$ cat config.mk
export PLATFORM = sky130hd
export DESIGN_NAME = second_loop_operational_controls
export DESIGN_NICKNAME = d
export VERILOG_FILES = /design/src/verilog/loop_ctrl_pkg.sv /design/src/verilog/phase_if.sv /design/src/verilog/phase_offset_acc.sv /design/src/verilog/edge_pulse.sv /design/src/verilog/second_loop_operational_controls.sv
export SDC_FILE = /design/constraint.sdc
export NUM_CORES = 1
export LEC_CHECK = 0
export ABC_AREA = 1
export CAP_MARGIN = 10
export CORE_UTILIZATION = 30
export CTS_BUF_LIST = sky130_fd_sc_hd__clkbuf_8
export DETAILED_ROUTE_END_ITERATION = 8
export DONT_BUFFER_PORTS = 1
export PLACE_DENSITY = 0.53
export RECOVER_POWER = 50
export SETUP_SLACK_MARGIN = 0.3
export SLEW_MARGIN = 15
export SYNTH_ARGS = -nofsm -noshare
export SYNTH_HDL_FRONTEND = slang
export SYNTH_HIERARCHICAL = 1
export SYNTH_SLANG_ARGS = --single-unit
$ cat constraint.sdc
create_clock -name i_sys_clk -period 2.4 [get_ports i_sys_clk]
set_input_delay 0.48 -clock i_sys_clk [delete_from_list [all_inputs] [get_ports i_sys_clk]]
set_output_delay 0.48 -clock i_sys_clk [all_outputs]
set_load 0.01 [all_outputs]
$ cat src/verilog/loop_ctrl_pkg.sv
// constants for the second loop operational control bank
package loop_ctrl_pkg;
    localparam int ADDR_W = 12;
    localparam int DATA_W = 8;
    localparam logic [11:0] ADDR_SYNC_CAL = 12'hA40;
    localparam logic [11:0] ADDR_OUT_DIS = 12'hA41;
    localparam logic [11:0] ADDR_USER_MODE = 12'hA42;
    localparam logic [11:0] ADDR_RESET = 12'hA43;
    localparam logic [11:0] ADDR_PHASE = 12'hA44;
    // writable bit masks, reserved bits read zero
    localparam logic [7:0] MASK_SYNC_CAL = 8'h07;
    localparam logic [7:0] MASK_OUT_DIS = 8'h0F;
    localparam logic [7:0] MASK_USER_MODE = 8'h7F;
    localparam logic [7:0] MASK_STROBE = 8'h07;
    localparam logic [7:0] RESET_VAL = 8'h00;
    // field positions
    localparam int BIT_SOFT_SYNC = 2;
    localparam int BIT_CAL = 1;
    localparam int BIT_PWRDN = 0;
    localparam int BIT_DRV_B = 3;
    localparam int BIT_DRV_A = 2;
    localparam int BIT_CH_B = 1;
    localparam int BIT_CH_A = 0;
    localparam int REF_HI = 6;
    localparam int REF_LO = 5;
    localparam int MODE_HI = 4;
    localparam int MODE_LO = 2;
    localparam int BIT_HOLD = 1;
    localparam int BIT_FREE = 0;
    localparam int BIT_RST_LF = 2;
    localparam int BIT_RST_TW = 1;
    localparam int BIT_RST_AS = 0;
    localparam int BIT_PH_ZERO = 2;
    localparam int BIT_PH_DEC = 1;
    localparam int BIT_PH_INC = 0;
    localparam int PHASE_W = 24;
    localparam int STEP_W = 16;
    typedef enum logic [2:0] {
        SW_AUTO_REVERT,
        SW_AUTO_NONREVERT,
        SW_MAN_FALLBACK,
        SW_MAN_HOLD_FALLBACK,
        SW_MAN_NO_FALLBACK,
        SW_UNUSED
    } switch_mode_e;
endpackage

$ cat src/verilog/phase_if.sv
// carrier between register bank and phase offset accumulator
`timescale 1ns/1ns
`default_nettype none
interface phase_if;
    logic zero;
    logic dec;
    logic inc;
    logic done;
    modport ctrl (output zero, output dec, output inc, input done);
    modport acc (input zero, input dec, input inc, output done);
endinterface
`default_nettype wire

$ cat src/verilog/phase_offset_acc.sv
// incremental phase offset accumulator with one action per request
`timescale 1ns/1ns
`default_nettype none
module phase_offset_acc
    import loop_ctrl_pkg::*;
#(
    parameter int PW = PHASE_W,
    parameter int SW = STEP_W
) (
    input wire logic i_sys_clk,       // system clock
    input wire logic i_reset,         // sync reset, high
    input wire logic [SW-1:0] i_step, // step size
    phase_if.acc req,                 // action requests
    output logic [PW-1:0] o_offset    // accumulated offset
);
    logic [PW-1:0] acc_q, acc_d;
    logic done_q, done_d;

    // zero wins over dec, dec over inc
    always_comb begin
        acc_d = acc_q;
        done_d = 1'b0;
        if (req.zero) begin
            acc_d = '0;
            done_d = 1'b1;
        end else if (req.dec) begin
            acc_d = acc_q - PW'(i_step);
            done_d = 1'b1;
        end else if (req.inc) begin
            acc_d = acc_q + PW'(i_step);
            done_d = 1'b1;
        end
    end

    always_ff @(posedge i_sys_clk) begin
        if (i_reset) begin
            acc_q <= '0;
            done_q <= 1'b0;
        end else begin
            acc_q <= acc_d;
            done_q <= done_d;
        end
    end

    assign o_offset = acc_q;
    assign req.done = done_q;
endmodule
`default_nettype wire

$ cat src/verilog/edge_pulse.sv
// rising and falling edge pulse generator for a control level
`timescale 1ns/1ns
`default_nettype none
module edge_pulse (
    input wire logic i_sys_clk, // system clock
    input wire logic i_reset,   // sync reset, high
    input wire logic i_level,   // level to watch
    output logic o_rise,        // one cycle on 0 to 1
    output logic o_fall         // one cycle on 1 to 0
);
    logic prev_q, prev_d;

    // remember last level
    always_comb begin
        prev_d = i_level;
    end

    always_ff @(posedge i_sys_clk) begin
        if (i_reset) begin
            prev_q <= 1'b0;
        end else begin
            prev_q <= prev_d;
        end
    end

    assign o_rise = i_level & ~prev_q;
    assign o_fall = ~i_level & prev_q;
endmodule
`default_nettype wire

$ cat src/verilog/second_loop_operational_controls.sv
// register bank for the second loop operational controls
`timescale 1ns/1ns
`default_nettype none
// Function
// soft sync bit starts output synchronization
// outputs stall while set, restart on fall
// calibration starts on calibrate rising edge
// calibrate holds value, software must rearm
// power-down bit puts channel to sleep
// bits 3,2 power down drivers only
// bits 1,0 power down divider and driver
// manual reference field selects A to D
// modes 000, 001 automatic switching
// modes 010 to 100 manual variants
// user holdover forces holdover until cleared
// user free run forces free run
// reset bit 2 clears loop filter
// reset bit 1 resets tuning word history
// reset bit 0 resets autosync logic
// phase bit 2 zeroes offset, self-clears
// phase bit 1 decrements by step
// phase bit 0 increments by step
// phase bits read zero after one action
// reserved bits read zero, ignore writes
module second_loop_operational_controls
    import loop_ctrl_pkg::*;
#(
    parameter int PW = PHASE_W,
    parameter int SW = STEP_W
) (
    input wire logic i_sys_clk,            // 125 MHz clock
    input wire logic i_reset,              // sync reset, high
    input wire logic [ADDR_W-1:0] i_addr,  // register address
    input wire logic [DATA_W-1:0] i_wdata, // write data
    input wire logic i_wr,                 // write strobe
    input wire logic i_rd,                 // read strobe
    input wire logic [SW-1:0] i_step,      // phase step size
    output logic [DATA_W-1:0] o_rdata,     // read data, cycle after
    output logic o_sync_stall,             // outputs stalled
    output logic o_sync_restart,           // restart pulse
    output logic o_cal_start,              // calibration pulse
    output logic o_power_down,             // channel deep sleep
    output logic o_drv_off_b,              // output b driver off
    output logic o_drv_off_a,              // output a driver off
    output logic o_ch_off_b,               // output b channel off
    output logic o_ch_off_a,               // output a channel off
    output logic [1:0] o_manual_ref,       // selected reference
    output logic [2:0] o_switch_mode,      // switching mode code
    output logic o_mode_valid,             // mode code is used
    output logic o_force_holdover,         // forced holdover
    output logic o_force_free_run,         // forced free run
    output logic o_clr_loop_filter,        // loop filter clear pulse
    output logic o_rst_tw_history,         // history reset pulse
    output logic o_rst_autosync,           // autosync reset pulse
    output logic [PW-1:0] o_phase_offset   // incremental offset
);
    // ------------------------------------------------------------
    // storage
    // ------------------------------------------------------------
    logic [7:0] sync_cal_q, sync_cal_d;
    logic [7:0] out_dis_q, out_dis_d;
    logic [7:0] user_mode_q, user_mode_d;
    logic [7:0] phase_q, phase_d;
    logic [7:0] rdata_q, rdata_d;
    logic lf_q, lf_d;
    logic tw_q, tw_d;
    logic as_q, as_d;
    logic restart_q, restart_d;
    logic cal_q, cal_d;
    logic mode_valid_q, mode_valid_d;
    logic sync_fall, cal_rise;
    logic [PW-1:0] offset_w;
    logic [PW-1:0] offset_q;
    phase_if ph ();

    // address match helper
    function automatic logic hit(input logic [ADDR_W-1:0] a,
                                 input logic [ADDR_W-1:0] r);
        hit = (a == r);
    endfunction

    // ------------------------------------------------------------
    // edge detection
    // ------------------------------------------------------------
    edge_pulse u_sync_edge (
        .i_sys_clk(i_sys_clk),
        .i_reset(i_reset),
        .i_level(sync_cal_q[BIT_SOFT_SYNC]),
        .o_rise(),
        .o_fall(sync_fall)
    );

    edge_pulse u_cal_edge (
        .i_sys_clk(i_sys_clk),
        .i_reset(i_reset),
        .i_level(sync_cal_q[BIT_CAL]),
        .o_rise(cal_rise),
        .o_fall()
    );

    phase_offset_acc #(
        .PW(PW),
        .SW(SW)
    ) u_acc (
        .i_sys_clk(i_sys_clk),
        .i_reset(i_reset),
        .i_step(i_step),
        .req(ph.acc),
        .o_offset(offset_w)
    );

    // ------------------------------------------------------------
    // register writes
    // ------------------------------------------------------------
    always_comb begin
        sync_cal_d = sync_cal_q;
        out_dis_d = out_dis_q;
        user_mode_d = user_mode_q;
        phase_d = phase_q;
        lf_d = 1'b0;
        tw_d = 1'b0;
        as_d = 1'b0;
        // one action then clear
        if (ph.done) begin
            phase_d = RESET_VAL;
        end
        if (i_wr) begin
            // soft sync stored
            // calibrate kept until rewritten
            // reserved bits masked
            if (hit(i_addr, ADDR_SYNC_CAL)) begin
                sync_cal_d = i_wdata & MASK_SYNC_CAL;
            end
            // disable bits stored
            if (hit(i_addr, ADDR_OUT_DIS)) begin
                out_dis_d = i_wdata & MASK_OUT_DIS;
            end
            // mode fields
            if (hit(i_addr, ADDR_USER_MODE)) begin
                user_mode_d = i_wdata & MASK_USER_MODE;
            end
            // reset strobes
            if (hit(i_addr, ADDR_RESET)) begin
                lf_d = i_wdata[BIT_RST_LF];
                tw_d = i_wdata[BIT_RST_TW];
                as_d = i_wdata[BIT_RST_AS];
            end
            // phase requests, only when idle
            if (hit(i_addr, ADDR_PHASE) && phase_q == RESET_VAL) begin
                phase_d = i_wdata & MASK_STROBE;
            end
        end
    end

    // pending phase request goes to accumulator once
    assign ph.zero = phase_q[BIT_PH_ZERO] & ~ph.done;
    assign ph.dec = phase_q[BIT_PH_DEC] & ~ph.done;
    assign ph.inc = phase_q[BIT_PH_INC] & ~ph.done;

    // ------------------------------------------------------------
    // event pulses and read path
    // ------------------------------------------------------------
    always_comb begin
        // restart on falling soft sync
        restart_d = sync_fall;
        // calibration on rising edge only
        cal_d = cal_rise;
        // flag unused codes, tracks the stored field
        mode_valid_d = user_mode_d[MODE_HI:MODE_LO] < 3'(SW_UNUSED);
        rdata_d = RESET_VAL;
        if (i_rd) begin
            if (hit(i_addr, ADDR_SYNC_CAL)) begin
                rdata_d = sync_cal_q;
            end else if (hit(i_addr, ADDR_OUT_DIS)) begin
                rdata_d = out_dis_q;
            end else if (hit(i_addr, ADDR_USER_MODE)) begin
                rdata_d = user_mode_q;
            end else if (hit(i_addr, ADDR_PHASE)) begin
                rdata_d = phase_q;
            end
        end
    end

    always_ff @(posedge i_sys_clk) begin
        if (i_reset) begin
            sync_cal_q <= RESET_VAL;
            out_dis_q <= RESET_VAL;
            user_mode_q <= RESET_VAL;
            phase_q <= RESET_VAL;
            rdata_q <= RESET_VAL;
            lf_q <= 1'b0;
            tw_q <= 1'b0;
            as_q <= 1'b0;
            restart_q <= 1'b0;
            cal_q <= 1'b0;
            mode_valid_q <= 1'b1; // mode 000 after reset is valid
            offset_q <= '0;
        end else begin
            sync_cal_q <= sync_cal_d;
            out_dis_q <= out_dis_d;
            user_mode_q <= user_mode_d;
            phase_q <= phase_d;
            rdata_q <= rdata_d;
            lf_q <= lf_d;
            tw_q <= tw_d;
            as_q <= as_d;
            restart_q <= restart_d;
            cal_q <= cal_d;
            mode_valid_q <= mode_valid_d;
            offset_q <= offset_w;
        end
    end

    // ------------------------------------------------------------
    // outputs
    // ------------------------------------------------------------
    assign o_rdata = rdata_q;
    // stall while soft sync set
    assign o_sync_stall = sync_cal_q[BIT_SOFT_SYNC];
    assign o_sync_restart = restart_q;
    assign o_cal_start = cal_q;
    // deep sleep level
    assign o_power_down = sync_cal_q[BIT_PWRDN];
    // driver only disables
    assign o_drv_off_b = out_dis_q[BIT_DRV_B];
    assign o_drv_off_a = out_dis_q[BIT_DRV_A];
    // full channel power-down
    assign o_ch_off_b = out_dis_q[BIT_CH_B];
    assign o_ch_off_a = out_dis_q[BIT_CH_A];
    // reference code
    assign o_manual_ref = user_mode_q[REF_HI:REF_LO];
    // switching mode code
    assign o_switch_mode = user_mode_q[MODE_HI:MODE_LO];
    assign o_mode_valid = mode_valid_q;
    // forced states
    assign o_force_holdover = user_mode_q[BIT_HOLD];
    assign o_force_free_run = user_mode_q[BIT_FREE];
    assign o_clr_loop_filter = lf_q;
    assign o_rst_tw_history = tw_q;
    assign o_rst_autosync = as_q;
    assign o_phase_offset = offset_q;
endmodule
`default_nettype wire

Word-level counts from Yosys, hierarchy flattened
Cells that the tools add are included.
- reduce and logical (&&, ||, !) cells: 12
- eq/ne operators: 5
- magnitude comparators: 1
- mux-type cells: 14
- add/sub/neg operators: 2
- bitwise logic cells: 12
- operators with widths (cell ; count):
    12-bit equality test (second input constant) ; 5
    24-bit two-way mux ; 2
    24-bit by 16-bit adder with 24-bit output ; 1
    8-bit two-way mux ; 3
    24-bit by 16-bit subtractor with 24-bit output ; 1
    7-bit two-way mux ; 2
    5-bit two-way mux ; 2
    8-bit logical NOT ; 1
    1-bit NOT ; 7
    2-bit AND reduction ; 3
    3-bit OR reduction ; 2
    6-bit OR reduction ; 1
    1-bit bitwise AND ; 5
    4-bit two-way mux ; 1
    2-bit OR reduction ; 2
    4-bit OR reduction ; 1
    3-bit less-than comparator (second input constant) ; 1
    1-bit two-way mux ; 3
    3-bit two-way mux ; 1
    2-bit nonzero test ; 1
    1-bit logical AND ; 1
- output and inout port bits: 51
- register bits: 87

Longest topological paths before layout
Gate-level depths: netlist of the first run.
- word-level depth: 5
- depth in mapped cells: 22

By module
The synthesis of the first run kept the hierarchy.
- by module, submodules not included (module ; seq. area each (um^2) ; cells each ; times used ; area each (um^2)):
    phase_offset_acc ; 500.5 ; 574 ; 1 ; 3203.1
    second_loop_operational_controls ; 1201.2 ; 348 ; 1 ; 2412.3
    edge_pulse ; 20.0 ; 6 ; 2 ; 38.8

Worst setup path before layout of the first run
OpenSTA, ideal clock, no wires.
- kind: input-to-reg
- from: in i_step[0]
- to: reg u_acc.acc_q[17] (netlist: u_acc/o_offset[17])
- path buffers: 0
- stages on the path: 20
- data arrival time: 2.405 ns
- slack: -0.114 ns
- path through: inv_1 -> ha_1 -> nand2_1 -> nor2_1 -> inv_1 -> nor2_1 -> nor2_1 -> a21oi_1 -> xor2_1 -> ha_1 -> nand2_1 -> inv_1 -> a21oi_1 -> inv_1 -> a21oi_1 -> nand2_1 -> nand2_1 -> nand3_1 -> nand2_1 -> inv_1
- longest elaborated chain between the ends: 3
- elaborated cells between the ends (all ways): 4
- those cells by class: add/sub (2); mux (2)
- ends and longest elaborated chain (what ; line ; source):
    start: declaration ; second_loop_operational_controls.sv:37 ; input wire logic [SW-1:0] i_step,
    24-bit by 16-bit adder with 24-bit output ; phase_offset_acc.sv:30 ; acc_d = acc_q + PW'(i_step);
    24-bit two-way mux ; phase_offset_acc.sv:29 ; end else if (req.inc) begin
    24-bit two-way mux (*) ; phase_offset_acc.sv:26 ; end else if (req.dec) begin
    end signal: assignment ; phase_offset_acc.sv:37 ; acc_q <= '0;
    end signal: assignment ; phase_offset_acc.sv:40 ; acc_q <= acc_d;
    end: declaration ; phase_offset_acc.sv:16 ; logic [PW-1:0] acc_q, acc_d;
Mark *: on every way between the ends. The rest lies on a longest branch, timed or not. The select of a mux whose other input is x is not followed.
A chain may end at the register's enable or synchronous reset.

Worst setup path after layout of the first run
- from: reg phase_q[1]
- to: reg u_acc.acc_q[18] (netlist: u_acc/o_offset[18])
- longest elaborated chain between the ends: 2
- elaborated cells between the ends (all ways): 3
- those cells by class: mux (1); bitwise (1); reduce/logical (1)
- ends and longest elaborated chain (what ; line ; source):
    start: declaration ; second_loop_operational_controls.sv:63 ; logic [7:0] phase_q, phase_d;
    start signal: assignment ; second_loop_operational_controls.sv:202 ; phase_q <= phase_d;
    1-bit bitwise AND (*) ; second_loop_operational_controls.sv:157 ; assign ph.dec = phase_q[BIT_PH_DEC] & ~ph.done;
    net ph.dec ; phase_if.sv:6 ; logic dec;
    24-bit two-way mux / 2-bit nonzero test (equally long branches) ; n/a ;
Mark *: on every way through the listed nets, which the timed path passes. The rest lies on a longest branch.

==> out/results.ini, run 1 <==
[run_status]
status = finished, final reports clean

[yosys]
synth.avg_cell_area_sq_um = 6.10
synth_area_sq_um = 5680
yosysWarnings = 6
syn_nets = 997
synthCells = 931

[finish]
antenna_cells = 0
multi_input_comb_area_sq_um = 3700
synthToLayoutAreaGrowth_pct = 28.4
seqCellArea_sq_um = 1740
final_cell_area_sq_um = 7290
nNetsFinal = 1063
fin_util_pct = 39.9
final_cell_mix = nand2_1, inv_1, nor2_1
n_fill_cell = 1988
layout_commonest_cell = nand2_1
drive_above_1_share_pct = 24.3

[sta]
rsz0062_at_grt = yes
period_share_pct = 98.1
final-hold-violation-count = 0
skew_ns = 0.0175
worst_pin_slew_ns = 0.806
maxSlewHeadroom_pct = 46.1
finalSetupViolations = 0
timing.final.crit_period_ns = 2.35
slew_viol_final = 0
fmax_mhz = 425
fin_tns_setup_ns = 0

[global_routing]
grt_pass1_vias = 5348
antenna_found_initial = 0
grt_pass1_wl_mm = 26.4
grt_use_total_pct = 17.4
grt_max_degree = 36
grt_overflow_total = 0

[power]
p_leak_nw = 3.69
power_switching_mw = 0.767
p_sw_share_pct = 27.1
intPower_mw = 2.07
powerDensity_nw_per_um2 = 389
peakVddDrop_uv = 218
pwr-share-clk_pct = 37.7
seqPwrFrac_pct = 50.9
combPwrFrac_pct = 11.4

[clock_tree]
cts-root-buf = clkbuf_8
cts_inserted_buffers = 9
cts_tree = yes
cts_max_path_buffers = 2
clkTransAtPathRegs_ns = 0.10
htreeDepth = 3
clkSinkCount = 87
clkLatencyLatePin_ns = 0.39

[worst_setup_path]
crit_type = flip-flop to flip-flop
r2r-start = phase_q[1]$_SDFF_PP0_
crit_end = u_acc/o_offset[18]$_SDFFE_PP0P_
startpoint = phase_q[1]$_SDFF_PP0_
crit_fanout = 5
worst_ep_required_time_ns = 2.67
end_kind = flip-flop
worstSetupStartpointType = flip-flop
r2r_slack_ns = 0.05
cp_data_arrival_time_ns = 2.63
reg2reg_to = u_acc/o_offset[18]$_SDFFE_PP0P_
reg2reg_depth = 16

[placement]
dpl-instance-area_sq_um = 6560
port_buffers = 0
gp_congestion = 0.901
dpl.hpwl_mm = 12.8

[floorplan]
rows = 49
dieHeight_um = 140
dieArea_sq_um = 19500
start_util_pct = 31.1
ios = 91
core_sq_um = 18300
die_width_um = 140

[route]
detail-route-antenna-nets = 0
via_count = 5428
wl_per_cell_um = 13.2
drc_errors = 0
first_pass_iters = 4
drt-initial-drc-count = 216
vias_per_cell = 4.41
wl_mm = 16.2

[hold_path]
hold_path_class = input pin to flip-flop
holdPathStages = 1

[run]
cap_viol_max_count = 0

state kept, by name (all words and copies together) (netlist names), 3 cells and up:
signal and count:
user_mode_q 7, sync_cal_q 3, o_rdata 8, o_phase_offset 24, phase_q 8, u_acc/o_offset 24, out_dis_q 4
metal layers:
layer / global-route usage, % / share of wire [%]
met1: 20.4 / 45
met2: 31.3 / 48
met3: 4.20 / 4.9
met4: 5.15 / 2.0
met5: 0 / 0
final cells by class:
type / count / area share [%]
clock buffer: 9 / 1.70
tap: 229 / 3.93
multi-input combinational: 627 / 50.8
clock inverter: 7 / 1.03
timing repair buffer: 68 / 7.87
inverter: 204 / 10.8
sequential: 87 / 23.9
power by group through the flow:
| stage | combinational [mW] | sequential [mW] | clock, mW |
|---|---|---|---|
| 2_1_floorplan | 0.195 | 1.48 | 0 |
| 3_3_place_gp | 0.269 | 1.48 | 0 |
| 3_5_place_dp | 0.271 | 1.48 | 0 |
| 4_1_cts | 0.302 | 1.44 | 1.12 |
| 5_1_grt | 0.356 | 1.44 | 1.17 |
| 6_report | 0.324 | 1.44 | 1.07 |
through the flow:
stage / hold WS, ns / setup slack [ns] / cells / power (mW)
2_1_floorplan: 0.413 / -0.0226 / 931 / 1.67
3_3_place_gp: 0.426 / -0.304 / 1206 / 1.75
3_5_place_dp: 0.426 / -0.330 / 1206 / 1.75
4_1_cts: 0.124 / 0.0870 / 1228 / 2.86
5_1_grt: 0.126 / -0.111 / 1231 / 2.97
6_report: 0.147 / 0.0465 / 1231 / 2.83
what timing repair did:
item | in CTS | in global routing
gates cloned | 0 | 0
hold buffers | 0 | 0
pin swaps | 36 | 31
buffers inserted | 6 | 3
endpoints found under the setup margin | 21 | 21
resized for setup | 70 | 60
worst max-delay path, cell delays in order (launching register included):
cell and delay (ns):
dfxtp_2 0.33, inv_2 0.05, nor2_4 0.09, buf_6 0.13, buf_12 0.12, nor2_4 0.04
a21oi_2 0.11, xor2_1 0.23, ha_4 0.26, nand2_2 0.17, inv_2 0.05, a21oi_2 0.16
inv_1 0.07, a21oi_2 0.20, a21oi_2 0.08, nor2_1 0.10, nor2_1 0.04
worst min-delay path by stage:
stage          slack [ns]                            end                      startpoint
2_1_floorplan        0.41   o_phase_offset[0]$_SDFF_PP0_  u_acc/o_offset[0]$_SDFFE_PP0P_
3_3_place_gp         0.43   o_phase_offset[0]$_SDFF_PP0_  u_acc/o_offset[0]$_SDFFE_PP0P_
3_5_place_dp         0.43   o_phase_offset[0]$_SDFF_PP0_  u_acc/o_offset[0]$_SDFFE_PP0P_
4_1_cts              0.12  u_sync_edge/prev_q$_SDFF_PP0_                         i_reset
5_1_grt              0.13  u_sync_edge/prev_q$_SDFF_PP0_                         i_reset
6_report             0.15  u_sync_edge/prev_q$_SDFF_PP0_                         i_reset
Power figures use the tool's default switching activity.
==> inputs of run 2 (changes only) <==
--- a/config.mk
+++ b/config.mk
@@ -6,12 +6,12 @@
 export NUM_CORES = 1
 export LEC_CHECK = 0
 export ABC_AREA = 1
+export BUFFER_PORTS_ARGS = -buffer_cell sky130_fd_sc_hd__buf_2
 export CAP_MARGIN = 10
 export CORE_UTILIZATION = 30
 export CTS_BUF_LIST = sky130_fd_sc_hd__clkbuf_8
 export DETAILED_ROUTE_END_ITERATION = 8
-export DONT_BUFFER_PORTS = 1
-export PLACE_DENSITY = 0.53
+export PLACE_DENSITY = 0.57
 export RECOVER_POWER = 50
 export SETUP_SLACK_MARGIN = 0.3
 export SLEW_MARGIN = 15
==> constraint.sdc (replaced) <==
create_clock -name i_sys_clk -period 1.9 [get_ports i_sys_clk]
set_input_delay 0.38 -clock i_sys_clk [delete_from_list [all_inputs] [get_ports i_sys_clk]]
set_output_delay 0.38 -clock i_sys_clk [all_outputs]
set_load 0.01 [all_outputs]
==> run 2 against run 1 <==
The run now ends with negative setup slack left. Flip-flop and latch count did not move. Clock-buffer cell count did not move. Routed wire length rose by 8.7%. Die area did not move. Core utilization rose by 5.5 points. Combinational power rose by 72%. Sequential power rose by 26%. Critical path depth rose by 1. Critical path type is now input pin to flip-flop.
==> out/results.ini, run 2 (synthesis gave the netlist of run 1 again) <==
[run_status]
status = complete, but fails checks
violations = negative setup slack

[finish]
drive_above_1_share_pct = 34.2  ; +9.9 points
synthToLayoutAreaGrowth_pct = 46.2
nNetsFinal = 1197  ; +13%
antenna_cells = 0  ; unchanged
finalNonFillerCells = 1365  ; +11%
n_fill_cell = 1874  ; -5.7%
seqCellArea_sq_um = 1740  ; about the same
fin_util_pct = 45.5  ; +5.5 points
final_cell_mix = nand2_1, inv_1, nor2_1
multi_input_comb_area_sq_um = 3830  ; +3.5%
layout_commonest_cell = nand2_1

[global_routing]
grt_overflow_total = 0  ; unchanged
antenna_found_initial = 0  ; unchanged
grt_max_degree = 19  ; -47%
grt_use_total_pct = 18.3  ; +0.86 points
grt_pass1_vias = 5878  ; +9.9%
grt_pass1_wl_mm = 28.0  ; +6.4%

[route]
route.met2.wl_mm = 8.63  ; +11%
wl_per_cell_um = 12.9  ; -2.0%
first_pass_iters = 5  ; +1
wl_mm = 17.6  ; +8.7%
m1WireLength_mm = 7.89  ; +7.9%
detail-route-antenna-nets = 0  ; unchanged
wl_met3_um = 643  ; -19%
vias_per_cell = 4.43  ; +0.43%
drc_errors = 0  ; unchanged
drt-initial-drc-count = 299  ; +38%
via_count = 6045  ; +11%
dr.max_layer_used = met4

[worst_setup_path]
end_kind = flip-flop
cp_num_buf_inv = 5  ; unchanged
cp_top_family = simple AND/OR/NAND/NOR gates
crit_cells = 17  ; +1
crit_chain = buf_2 -> inv_12 -> buf_4 -> ha_2 -> nand3_2 -> o21ai_1 -> xnor2_1 -> inv_1 -> ha_4 -> nand2_4 -> buf_4 -> nor4_4 -> nand2_2 -> nand3_2 -> nand2_1 -> nor2_1 -> nor2_1
worst_ep_required_time_ns = 2.17  ; -0.50 ns
crit_fanout = 5  ; unchanged
cp_data_arrival_time_ns = 2.73  ; +0.10 ns
crit_type = input pin to flip-flop
slowest_stage = ha_4
slowest_delay_ns = 0.32  ; about the same
reg2reg_depth = 15  ; -1
worstSetupStartpointType = input pin

[sta]
skew_ns = 0.0153  ; -0.00221 ns
worst_slack_ns = -0.562  ; -0.609 ns
worst_pin_slew_ns = 0.961  ; +0.156 ns
finalSetupViolations = 26  ; +26
final-hold-violation-count = 0  ; unchanged
maxSlewHeadroom_pct = 35.7  ; -10 points
timing.final.crit_period_ns = 2.46
period_share_pct = 130
fmax_mhz = 406
rsz0062_at_grt = yes
slew_viol_final = 0  ; unchanged

[floorplan]
rows = 49  ; unchanged
dieArea_sq_um = 19500  ; unchanged
start_util_pct = 31.1  ; unchanged
dieHeight_um = 140  ; unchanged
ios = 91  ; unchanged
die_width_um = 140  ; unchanged
core_sq_um = 18300  ; unchanged

[clock_tree]
cts_tree = yes
cts_max_path_buffers = 2  ; unchanged
clkLatencyLatePin_ns = 0.38  ; about the same
cts-root-buf = clkbuf_8
cts_inserted_buffers = 9  ; unchanged
clkSinkCount = 87  ; unchanged
clkTransAtPathRegs_ns = 0.09  ; about the same
htreeDepth = 3  ; unchanged
cts_hold_buf = 0  ; unchanged

[hold_path]
holdPathStages = 3  ; +2
hold_path_class = input pin to flip-flop

[placement]
dp.cells = 1322  ; +9.6%
gp_congestion = 0.899  ; -0.20%
dpl.hpwl_mm = 13.5  ; +5.8%
post-place-ws_ns = -1.02  ; -0.691 ns
port_buffers = 89  ; +89

[power]
peakVddDrop_uv = 317  ; +45%
p_leak_nw = 4.38  ; +19%
pwr-share-clk_pct = 38.8  ; +1.1 points
power_switching_mw = 1.08  ; +40%
combPwrFrac_pct = 14.3  ; +2.9 points
intPower_mw = 2.81  ; +36%
powerDensity_nw_per_um2 = 468  ; +20%
p_sw_share_pct = 27.6  ; +0.58 points
seqPwrFrac_pct = 46.9  ; -4.0 points

[run]
cap_viol_max_count = 0  ; unchanged

==> run 2: cell count changes in the layout (fill, tap and decap cells not counted), sizes merged <==
cell,previous run,this run
clkbuf,9,19
inv,204,205
clkinv,4,3
buf,68,192
clkinvlp,2,1
bufinv,1,2
==> run 2: final timing paths <==
path	from	end	slack, ns
max	i_step[1]	u_acc/o_offset[18]$_SDFFE_PP0P_	-0.56
min	i_wdata[6]	user_mode_q[6]$_SDFFE_PP0P_	0.23
max reg2reg	phase_q[1]$_SDFF_PP0_	u_acc/o_offset[18]$_SDFFE_PP0P_	-0.55
min reg2reg	u_acc/o_offset[16]$_SDFFE_PP0P_	o_phase_offset[16]$_SDFF_PP0_	0.45
==> run 2: metal layers <==
metal	GRT usage (%)	up-vias
met4	6.94	0
met5	0	-
met1	21.7	2716
met3	3.51	25
met2	32.4	116
li1	-	3188
==> run 2: worst register-to-register path, cell delays in order (launching register included) <==
cell and delay (ns):
dfxtp_2 0.33, inv_2 0.07, nor2_4 0.05, buf_8 0.14, a31oi_2 0.19, xor2_1 0.17
inv_1 0.08, ha_4 0.33, nand2_4 0.09, buf_4 0.15, nor4_4 0.31, nand2_2 0.15
nand3_2 0.09, nand2_1 0.05, nor2_1 0.11, nor2_1 0.04
==> run 2: timing repair <==
action,in CTS,in global routing
setup endpoints to repair,25,28
hold endpoints to repair,0,0
pin swaps,31,39
resized for setup,71,104
buffers inserted,24,3
==> run 2: cell type report <==
type	count	share of cell area, %
sequential	87	21.0
inverter	204	9.61
clock inverter	7	1.23
clock buffer	9	1.49
timing repair buffer	202	17.1
tap	229	3.45
multi-input combinational	627	46.1
==> run 2: power groups by stage <==
stage                     logic, mW  registers [mW]  clock network, mW
after floorplan               0.253            1.87                  0
after global placement        0.460            1.87                  0
after detailed placement      0.463            1.87                  0
after CTS                     0.520            1.82               1.57
after global routing          0.605            1.82               1.63
final                         0.557            1.82               1.51
==> run 2: metrics by stage <==
| stage | instance area (sq um) | setup TNS [ns] | power [mW] | hold WS, ns |
|---|---|---|---|---|
| 5_1_grt | 8310 | -13.76 | 4.06 | 0.240 |
| 3_5_place_dp | 7250 | -16.33 | 2.33 | 0.438 |
| 2_1_floorplan | 5930 | -6.11 | 2.12 | 0.413 |
| 6_report | 8310 | -10.86 | 3.89 | 0.227 |
| 3_3_place_gp | 7250 | -15.87 | 2.32 | 0.436 |
| 4_1_cts | 7940 | -10.74 | 3.91 | 0.208 |
